`config.mk`:
```
export PLATFORM = sky130hd
export DESIGN_NAME = irq_source_map
export DESIGN_NICKNAME = d
export VERILOG_FILES = /design/src/shared/irq_map_pkg.sv /design/src/vec_fetch_reg.sv /design/src/irq_source_map.sv
export SDC_FILE = /design/constraint.sdc
export NUM_CORES = 1
export LEC_CHECK = 0
export ABC_AREA = 1
export BUFFER_PORTS_ARGS = -buffer_cell sky130_fd_sc_hd__buf_2
export CAP_MARGIN = 40
export CELL_PAD_IN_SITES_DETAIL_PLACEMENT = 1
export CELL_PAD_IN_SITES_GLOBAL_PLACEMENT = 2
export CORE_MARGIN = 2
export CORE_UTILIZATION = 28
export DETAILED_ROUTE_END_ITERATION = 10
export GPL_ROUTABILITY_DRIVEN = 0
export GPL_TIMING_DRIVEN = 1
export PLACE_DENSITY = 0.8
export SLEW_MARGIN = 0
export SYNTH_ARGS = -nofsm -noshare
export SYNTH_HDL_FRONTEND = slang
export SYNTH_SLANG_ARGS = --single-unit
export TNS_END_PERCENT = 30
```
`constraint.sdc`:
```
create_clock -name CLK -period 1.5 [get_ports CLK]
set_input_delay 0.3 -clock CLK [delete_from_list [all_inputs] [get_ports CLK]]
set_output_delay 0.3 -clock CLK [all_outputs]
set_load 0.05 [all_outputs]
```
`src/shared/irq_map_pkg.sv`:
```
// Constants for the interrupt source map and vector relocation block
package irq_map_pkg;
  // Exception line numbers and vector offsets
  localparam int unsigned LINE_SERIAL = 46;
  localparam int unsigned LINE_USB_LO = 47;
  localparam int unsigned LINE_USB_HI = 48;
  localparam int unsigned LINE_ADC = 49;
  localparam int unsigned LINE_WDOG = 50;
  localparam int unsigned LINE_BROWNOUT = 51;
  localparam int unsigned LINE_UNUSED = 52;
  localparam int unsigned LINE_PORT3 = 53;
  localparam int unsigned LINE_PORT2 = 54;
  localparam int unsigned LINE_PORT1 = 55;
  localparam int unsigned LINE_PORT0 = 56;
  localparam int unsigned LINE_FIRST = 46;
  localparam int unsigned NUM_LINES = 11;
  localparam logic [11:0] VEC_SERIAL = 12'h0B8;
  localparam logic [11:0] VEC_USB_LO = 12'h0BC;
  localparam logic [11:0] VEC_USB_HI = 12'h0C0;
  localparam logic [11:0] VEC_ADC = 12'h0C4;
  localparam logic [11:0] VEC_WDOG = 12'h0C8;
  localparam logic [11:0] VEC_BROWNOUT = 12'h0CC;
  localparam logic [11:0] VEC_PORT3 = 12'h0D4;
  localparam logic [11:0] VEC_PORT2 = 12'h0D8;
  localparam logic [11:0] VEC_PORT1 = 12'h0DC;
  localparam logic [11:0] VEC_PORT0 = 12'h0E0;
  // Register offsets (byte addresses)
  localparam logic [11:0] OFF_TABLE_BASE = 12'h000;
  localparam logic [11:0] OFF_STATUS = 12'h004;
  localparam logic [11:0] OFF_MASK = 12'h008;
  localparam logic [11:0] OFF_LINES = 12'h00C;
  // Reset values and field layout
  localparam logic [31:0] TABLE_BASE_RESET = 32'h0000_0000;
  localparam logic [31:0] TABLE_BASE_WMASK = 32'h3FFF_FC00;
  localparam int unsigned REGION_BIT = 29;
  localparam logic [10:0] MASK_RESET = 11'h000;
  localparam logic [10:0] UNUSED_LINE_MASK = 11'h040;
endpackage : irq_map_pkg

```
`src/vec_fetch_reg.sv`:
```
`timescale 1ns/1ps
// Registered vector address lookup: table base plus per-line offset
module vec_fetch_reg (
  input wire logic clk,
  input wire logic srst,
  input wire logic ce,
  input wire logic [31:0] base,
  input wire logic [5:0] line,
  output logic [31:0] addr
);
  import irq_map_pkg::*;
  // Exception number times four gives the offset in the table
  always_ff @(posedge clk) begin
    if (srst) begin
      addr <= 32'h0000_0000;
    end else if (ce) begin
      addr <= base + {24'h00_0000, line, 2'b00}; // RULE8
    end
  end
endmodule : vec_fetch_reg

```
`src/irq_source_map.sv`:
```
// The implementer's own choices: the APB slave port and the placing of the registers.
`timescale 1ns/1ps
// Interrupt source map onto exception lines 46..56 with relocatable vector table
// How it works
// RULE1 - The serial-port interrupt appears on line 46 at vector 0xB8 and includes receive line status.
// RULE2 - Transmit empty, receive data, character timeout, autobaud done and autobaud timeout are ORed onto line 46.
// RULE3 - The converter end of conversion raises line 49 at vector 0xC4.
// RULE4 - Port 3 combined status drives line 53 at vector 0xD4.
// RULE5 - Port 2 combined status drives line 54 at vector 0xD8.
// RULE6 - Port 1 combined status drives line 55 at vector 0xDC.
// RULE7 - Port 0 combined status drives line 56 at vector 0xE0.
// RULE8 - Vectors are fetched relative to the table offset register.
// RULE9 - Any table base within the lowest 1 GB is accepted.
// RULE10 - Software places a relocated table on a 1024-byte boundary.
// RULE11 - Bit 29 of the table offset is an ordinary address bit: code when 0, SRAM when 1.
// RULE12 - USB low on 47, USB high on 48, watchdog on 50, brown-out on 51, line 52 never used.
module irq_source_map (
  input wire logic CLK,
  input wire logic SRST,
  input wire logic CE,
  // APB slave
  input wire logic PSEL,
  input wire logic PENABLE,
  input wire logic PWRITE,
  input wire logic [11:0] PADDR,
  input wire logic [31:0] PWDATA,
  output logic [31:0] PRDATA,
  output logic PREADY,
  output logic PSLVERR,
  // Peripheral request lines
  input wire logic rx_line_status_flag,
  input wire logic tx_holding_empty_flag,
  input wire logic rx_data_available_flag,
  input wire logic char_timeout_flag,
  input wire logic autobaud_done_flag,
  input wire logic autobaud_timeout_flag,
  input wire logic USB_LOW_IRQ,
  input wire logic fast_priority_request,
  input wire logic ADC_DONE,
  input wire logic watchdog_irq_flag,
  input wire logic BROWNOUT_IRQ,
  input wire logic gpio_port0_line,
  input wire logic gpio_port1_line,
  input wire logic gpio_port2_line,
  input wire logic gpio_port3_line,
  // Core side
  input wire logic FETCH_REQ,
  input wire logic [5:0] FETCH_LINE,
  output logic [56:46] EXC_LINES,
  output logic [31:0] VECTOR_ADDR,
  output logic FETCH_VALID,
  output logic IRQ
);
  import irq_map_pkg::*;

  // Register map, byte addresses, one aligned word each:
  //   0x000 table base, bits 29:10 writable, the rest read as zero
  //   0x004 status, bit i is line 46+i, write one to clear
  //   0x008 mask, same layout, spare line bit stays zero
  //   0x00C live line levels, read only
  // Any other address answers with an error; writes dropped, reads zero.
  // Bus handshake seen from here:
  //   setup edge   select high, enable low, ready and read word launched
  //   access edge  ready sampled high, write lands, read word taken
  //   after that   ready drops by itself, no wait states while the enable is high
  // Timing, counted in enabled clock edges:
  //   source level to line output and status bit: one edge
  //   status bit to interrupt output: one more edge
  //   fetch request to fetch valid: one edge
  //   fetch line to vector address: two edges, so the address
  //   trails the valid flag by one cycle; hold the line number
  //   for two cycles and take the address the cycle after valid
  // With the enable low nothing moves, bus replies included:
  // a setup edge lost that way leaves ready low for good, and a write whose access edge is lost is dropped.

  // Bus phase as seen by this slave
  typedef enum logic [1:0] {
    PH_IDLE = 2'b00,
    PH_SETUP = 2'b01,
    PH_ACCESS = 2'b10
  } apb_phase_t;

  apb_phase_t phase_reg;
  apb_phase_t phase_next;
  logic [10:0] line_now;
  logic [31:0] vector_table_offset_reg;
  logic table_region_select_bit;
  logic [10:0] status_reg;
  logic [10:0] mask_reg;
  logic [10:0] pending;
  logic [31:0] prdata_next;
  logic setup;
  logic access;
  logic wr;
  logic wr_base;
  logic wr_status;
  logic wr_mask;
  logic [31:0] fetch_addr;

  // Serial-port line merges all six uart conditions
  function automatic logic serial_merge(input logic [5:0] f);
    serial_merge = |f;
  endfunction : serial_merge

  // Decode used by reads and writes alike
  function automatic logic is_mapped(input logic [11:0] a);
    is_mapped = (a == OFF_TABLE_BASE) || (a == OFF_STATUS) || (a == OFF_MASK) || (a == OFF_LINES);
  endfunction : is_mapped

  // Source to line routing, bit i is exception line 46+i
  always_comb begin
    line_now = 11'h000;
    // Serial port, six conditions on one line
    line_now[LINE_SERIAL - LINE_FIRST] = serial_merge({rx_line_status_flag, // RULE1
      tx_holding_empty_flag, rx_data_available_flag, char_timeout_flag, // RULE2
      autobaud_done_flag, autobaud_timeout_flag}); // RULE2
    // USB, converter, watchdog and brown-out, one source each
    line_now[LINE_USB_LO - LINE_FIRST] = USB_LOW_IRQ; // RULE12
    line_now[LINE_USB_HI - LINE_FIRST] = fast_priority_request; // RULE12
    line_now[LINE_ADC - LINE_FIRST] = ADC_DONE; // RULE3
    line_now[LINE_WDOG - LINE_FIRST] = watchdog_irq_flag; // RULE12
    line_now[LINE_BROWNOUT - LINE_FIRST] = BROWNOUT_IRQ; // RULE12
    // Spare line tied low, software never sees it pending
    line_now[LINE_UNUSED - LINE_FIRST] = 1'b0; // RULE12
    // Ports, highest port on the lowest line
    line_now[LINE_PORT3 - LINE_FIRST] = gpio_port3_line; // RULE4
    line_now[LINE_PORT2 - LINE_FIRST] = gpio_port2_line; // RULE5
    line_now[LINE_PORT1 - LINE_FIRST] = gpio_port1_line; // RULE6
    line_now[LINE_PORT0 - LINE_FIRST] = gpio_port0_line; // RULE7
  end

  // Lines to the core, registered so every output is a flop
  always_ff @(posedge CLK) begin
    if (SRST) begin
      EXC_LINES <= 11'h000;
    end else if (CE) begin
      EXC_LINES <= line_now;
    end
  end

  // Next bus phase from the request lines alone
  always_comb begin
    phase_next = PH_IDLE;
    case ({PSEL, PENABLE})
      2'b10: phase_next = PH_SETUP;
      2'b11: phase_next = PH_ACCESS;
      default: phase_next = PH_IDLE;
    endcase
  end

  // Phase tracker
  always_ff @(posedge CLK) begin
    if (SRST) begin
      phase_reg <= PH_IDLE;
    end else if (CE) begin
      phase_reg <= phase_next;
    end
  end

  // Only the access cycle right after a setup may write: a lingering master cannot write twice
  assign setup = PSEL && !PENABLE;
  assign access = PSEL && PENABLE && (phase_reg == PH_SETUP);
  assign wr = access && PWRITE && is_mapped(PADDR);
  assign wr_base = wr && (PADDR == OFF_TABLE_BASE);
  assign wr_status = wr && (PADDR == OFF_STATUS);
  assign wr_mask = wr && (PADDR == OFF_MASK);

  // Table offset: low ten bits forced to zero, top two bits kept zero for 1 GB reach
  always_ff @(posedge CLK) begin
    if (SRST) begin
      vector_table_offset_reg <= TABLE_BASE_RESET;
    end else if (CE && wr_base) begin
      vector_table_offset_reg <= PWDATA & TABLE_BASE_WMASK; // RULE9 RULE11
    end
  end

  // Region bit is just one more address bit, no special decode
  assign table_region_select_bit = vector_table_offset_reg[REGION_BIT]; // RULE11

  // Sticky status, one flop per line; set beats a write-one clear in the same cycle
  for (genvar i = 0; i < NUM_LINES; i++) begin : g_status
    always_ff @(posedge CLK) begin
      if (SRST) begin
        status_reg[i] <= 1'b0;
      end else if (CE) begin
        if (line_now[i]) begin
          status_reg[i] <= 1'b1;
        end else if (wr_status && PWDATA[i]) begin
          status_reg[i] <= 1'b0;
        end
      end
    end
  end

  // Mask, reserved line bit never settable
  always_ff @(posedge CLK) begin
    if (SRST) begin
      mask_reg <= MASK_RESET;
    end else if (CE && wr_mask) begin
      mask_reg <= PWDATA[10:0] & ~UNUSED_LINE_MASK; // RULE12
    end
  end

  // Unmasked events
  assign pending = status_reg & mask_reg;

  // One level interrupt, high while an unmasked status bit stands
  always_ff @(posedge CLK) begin
    if (SRST) begin
      IRQ <= 1'b0;
    end else if (CE) begin
      IRQ <= |pending;
    end
  end

  // Read mux
  always_comb begin
    prdata_next = 32'h0000_0000;
    case (PADDR)
      OFF_TABLE_BASE: prdata_next = {vector_table_offset_reg[31:30], table_region_select_bit,
        vector_table_offset_reg[28:0]};
      OFF_STATUS: prdata_next = {21'h00_0000, status_reg};
      OFF_MASK: prdata_next = {21'h00_0000, mask_reg};
      OFF_LINES: prdata_next = {21'h00_0000, EXC_LINES};
      default: prdata_next = 32'h0000_0000;
    endcase
  end

  // Ready pulses in the access cycle that follows each setup cycle
  always_ff @(posedge CLK) begin
    if (SRST) begin
      PREADY <= 1'b0;
    end else if (CE) begin
      PREADY <= setup;
    end
  end

  // Error flag rides with ready for addresses outside the map
  always_ff @(posedge CLK) begin
    if (SRST) begin
      PSLVERR <= 1'b0;
    end else if (CE) begin
      PSLVERR <= setup && !is_mapped(PADDR);
    end
  end

  // Read word captured at setup, steady through the access cycle; zero otherwise
  always_ff @(posedge CLK) begin
    if (SRST) begin
      PRDATA <= 32'h0000_0000;
    end else if (CE) begin
      PRDATA <= (setup && !PWRITE) ? prdata_next : 32'h0000_0000;
    end
  end

  // Vector address from relocated base; the adder sits behind its own flop
  // so the wide carry chain never meets the output flop in one cycle
  vec_fetch_reg u_fetch (
    .clk(CLK),
    .srst(SRST),
    .ce(CE),
    .base(vector_table_offset_reg),
    .line(FETCH_LINE),
    .addr(fetch_addr)
  );

  always_ff @(posedge CLK) begin
    if (SRST) begin
      FETCH_VALID <= 1'b0;
    end else if (CE) begin
      FETCH_VALID <= FETCH_REQ;
    end
  end

  // Address lands one cycle after the valid flag, two after the line number
  always_ff @(posedge CLK) begin
    if (SRST) begin
      VECTOR_ADDR <= 32'h0000_0000;
    end else if (CE) begin
      VECTOR_ADDR <= fetch_addr; // RULE8
    end
  end
endmodule : irq_source_map

```
; ---- Word-level counts from Yosys, hierarchy flattened
; Index checks and enable logic that the tools add are counted.
[classes]
eq_ne = 6
bitwise_logic = 1
addsub = 1
n_reduce_logical = 51
n_mux = 23
[op_table]
columns = op, n
row1 = 30-bit one-hot mux with 4 select lines, 1
row2 = 32-bit two-way mux, 1
row3 = 30-bit by 8-bit adder with 31-bit output, 1
row4 = 12-bit by 4-bit equality test with 1-bit output (second input constant), 2
row5 = 1-bit logical AND, 22
row6 = 1-bit two-way mux, 20
row7 = 2-bit AND reduction, 10
row8 = 2-bit nonzero test, 10
row9 = 12-bit by 3-bit equality test with 1-bit output (second input constant), 1
row10 = 12-bit logical NOT, 1
row11 = 11-bit AND, 1
row12 = 11-bit OR reduction, 1
row13 = 6-bit OR reduction, 1
row14 = 2-bit equality test (second input constant), 2
row15 = 2-bit one-hot mux with 2 select lines, 1
row16 = 1-bit logical NOT, 3
row17 = 1-bit logical OR, 3
row18 = 2-bit by 1-bit equality test with 1-bit output (second input constant), 1
[totals]
wordCells = 103
output_inout_bits = 79
in_bits = 72
reg_bits = 152

; ---- Depth between registers and ports, before layout
[depth]
word_depth = 9
mapped_depth = 10
ltp_nobuf = 9

; ---- Cells and area by module
; From an unflattened synthesis, not the netlist that was laid out.
[hier_totals]
cells_unflattened = 1074
hier_area_um2 = 7140.6
[modules_own_cells]
columns = mod, cells_each, area_per_inst_um2, n_inst, seq_area_each_um2
row1 = irq_source_map, 674, 4800.9, 1, 2322.2
row2 = vec_fetch_reg, 400, 2339.7, 1, 640.6

; ---- Worst setup path after synthesis
; Ideal clock, no wire load.
[synth_timing]
kind = flip-flop to flip-flop
start = reg PREADY (netlist name)
end = reg mask_reg[0]
required_ns = 1.387
path_buffers = 1
synth_period_minus_slack_ns = 1.592
path_slack_ns = -0.092
setup_ns = 0.113
arrival_time_ns = 1.479
path_stages_with_launch = 7
cell_sequence = dfxtp_1 nand2_1 nor4_2 nand3_1 clkbuf_1 nor2_1 nor2_1
[synth_rtl]
columns = element, line_no
row1 = to (signal assigned), irq_source_map.sv:200  ; mask_reg <= PWDATA[10:0] & ~UNUSED_LINE_MASK;
row2 = to (decl), irq_source_map.sv:89  ; logic [10:0] mask_reg;

; ---- Worst setup path in the final report
[layout_timing]
start = reg PREADY
end = out PREADY
[layout_rtl]
columns = element, line_no
row1 = from (decl), irq_source_map.sv:28  ; output logic PREADY,
row2 = from (signal assigned), irq_source_map.sv:234  ; PREADY <= setup;
; No word-level cell between the ends.

==> metrics.cfg <==
[drt]
wl_met2_um = 7450
ant_nets = 0
highest_layer = met5
drt-pass1-iter-count = 5
drt-initial-drc-count = 206
drc = 0
wl_met3_um = 1020
vias = 5296
avgViaCountPerCell = 4.41
routed_wl_um = 17400
met1_length_um = 8790
drt-wirelength-per-cell_um = 14.5

[final_layout]
largest_reg_flops = 29
areaGrowthSynthToFinish_pct = 31.3
regArea_um2 = 2720
nFillCells = 2494
top_register = PRDATA
fin_util_pct = 37.6
top_regs = PRDATA x29, VECTOR_ADDR x26, u_fetch.addr x26
stdcell_count = 1201
drive_gt1_share_pct = 25.9
multiInputGateArea_um2 = 2460
nets = 992

[critical_path]
cp-start-kind = register
reg2reg_depth = 7
r2r_slack_ns = 0.09
critPathKind = register to output pin
crit_required_ns = 1.20
worstPathArrival_ns = 1.12
path_max_fanout = 2
end_kind = output pin
rr_startpoint = PREADY
r2r-end = mask_reg[7]

[power_and_ir_drop]
switching_share_pct = 28.6
comb_power_share_pct = 9.2
power-per-cell-area_nw_per_um2 = 1160
power_frac_seq_pct = 44.1
p_sw_mw = 2.44
peakVddDrop_v = 0.000861
p_clk_share_pct = 46.8
intPower_mw = 6.09
p_leak_nw = 3.40

[floorplan]
die-height_um = 145
row_count = 51
start_util_pct = 28.7
die_w_um = 145
coreArea_um2 = 19500
die_area_um2 = 21100
boundaryPins = 151

[grt]
grt_max_degree = 71
grt.total_usage_pct = 16.6
grt_pass1_wl_um = 27900
grt_overflow = 0
antenna_found_initial = 3
grt_pass1_vias = 5090

[placed_design]
dpl_worst_slack_ns = -0.253
portBuffers = 137
hpwlAfterDp_um = 11900
placed_cells = 1165

[clock_tree]
htreeDepth = 4
postCtsHoldBufs = 0
clk_pin_slew_worst_paths_ns = 0.06
cts_resized = 0
insertion_delay_ns = 0.42
postCtsSetupRepairBufs = 0
cts_tree = yes
clockBufferDepth = 2
cts-buffers-inserted = 17
clock-sinks = 136
clockRootBuffer = clkbuf_16

[logic_synthesis]
synth_top_family_by_area = simple AND/OR/NAND/NOR gates
synth_fa_ha_area_share_pct = 0
seq_area_frac_synth_pct = 48.6
ys_types = 28
synth_compound_area_share_pct = 11.2
synth_xor_area_share_pct = 0
synthSimpleGateAreaFrac_pct = 31.6
syn_inst = 778
syn_area_um2 = 5600
synth_mux_area_share_pct = 0
ys_ff_latch = 136
avgSynthCellArea_um2 = 7.20
ys_warn_count = 0

[status]
outcome = complete, no violations

[min_path]
hold_depth = 3
hp-start = PWDATA[26]
hold_end = vector_table_offset_reg[26]
hold_class = primary input to register

[sta]
worst_slack_ns = 0.0825
whs_ns = 0.103
setup_viol = 0
hold_violations = 0
clock.fmax_ghz = 0.705
setup-tns-final_ns = 0
slew_viol_final = 0
fin_crit_sh_pct = 94.5
min_period_ns = 1.42
skew_ns = 0.0114

[job]
cap_viol_max_count = 0

==> cells by family after synthesis <==
family / after synthesis
and+or+nand+nor: 415
DFF: 136
other: 1
buffers and inverters: 111
AOI/OAI and AO/OA: 115
==> layout make-up <==
class	instances	area share (%)
Antenna cell	3	0.102
Clock buffer	17	5.79
Clock inverter	15	1.79
Inverter	49	2.50
Multi-Input combinational cell	540	33.5
Sequential cell	136	37.1
Tap cell	265	4.51
Timing Repair Buffer	176	14.7
==> synthesized netlist by cell type <==
| cell | instances | area, um2 |
|---|---|---|
| buf_4 | 10 | 75.1 |
| dfxtp_1 | 136 | 2720 |
| nand2_1 | 177 | 664 |
| nand3_2 | 10 | 100 |
| a21oi_1 | 63 | 315 |
| a221oi_1 | 2 | 17.5 |
| nor2_2 | 1 | 6.26 |
| nand2_2 | 1 | 6.26 |
| o21ai_1 | 2 | 10.0 |
| inv_2 | 1 | 3.75 |
| buf_6 | 1 | 11.3 |
| nor4_2 | 1 | 12.5 |
| buf_1 | 1 | 3.75 |
| nor4_1 | 1 | 6.26 |
| nor2_1 | 147 | 552 |
| conb_1 | 1 | 3.75 |
| a22o_1 | 1 | 8.76 |
| and2_1 | 1 | 6.26 |
| nor3_4 | 1 | 16.3 |
| nand3_1 | 72 | 360 |
| nand2_4 | 1 | 11.3 |
| nor2_8 | 1 | 20.0 |
| buf_2 | 14 | 70.1 |
| clkbuf_1 | 36 | 135 |
| a21oi_2 | 10 | 87.6 |
| or2_1 | 1 | 6.26 |
| inv_1 | 48 | 180 |
| o21ai_0 | 37 | 185 |
==> through the flow <==
| stage | power, mW | cell area, um2 |
|---|---|---|
| 3_5_place_dp | 4.63 | 6730 |
| 2_1_floorplan | 4.36 | 5630 |
| 5_1_grt | 8.89 | 7340 |
| 6_report | 8.53 | 7350 |
| 4_1_cts | 8.67 | 7280 |
| 3_3_place_gp | 4.63 | 6730 |
==> layout by cell type (no fill, tap or decap), types with 11 or more instances in the layout <==
cell type,n
o21ai_0,37
nand3_2,11
buf_2,137
dfxtp_1,135
a21oi_1,63
nand2_1,174
buf_4,28
clkbuf_16,17
nor2_1,147
nand3_1,70
inv_1,47
==> metal layers <==
metal  vias up  global-route usage [%]
met5         -                       0
met2       117                    24.5
li1       2741                       -
met3        16                    4.95
met4         2                    4.80
met1      2420                    23.3
==> how the worst max path moves through the flow <==
stage,start,end,cells after the start
after detailed placement,PADDR[0],mask_reg[5],11
after floorplan,PREADY,mask_reg[0],6
after global placement,PADDR[0],mask_reg[7],11
after global routing,PREADY,mask_reg[4],8
final,PREADY,PREADY,2
after CTS,PREADY,mask_reg[4],8
==> power groups by stage <==
stage	logic [mW]	clock network [mW]	registers, mW
3_5_place_dp	0.789	0	3.84
5_1_grt	0.849	4.27	3.77
4_1_cts	0.791	4.12	3.76
2_1_floorplan	0.325	0	4.03
6_report	0.781	3.99	3.76
3_3_place_gp	0.784	0	3.84
==> worst max-delay path: stages, from the launching register on <==
cell	delay [ns]
dfxtp_2	0.33
buf_4	0.10
buf_2	0.27
No activity file was read; power rests on OpenSTA's default activity.
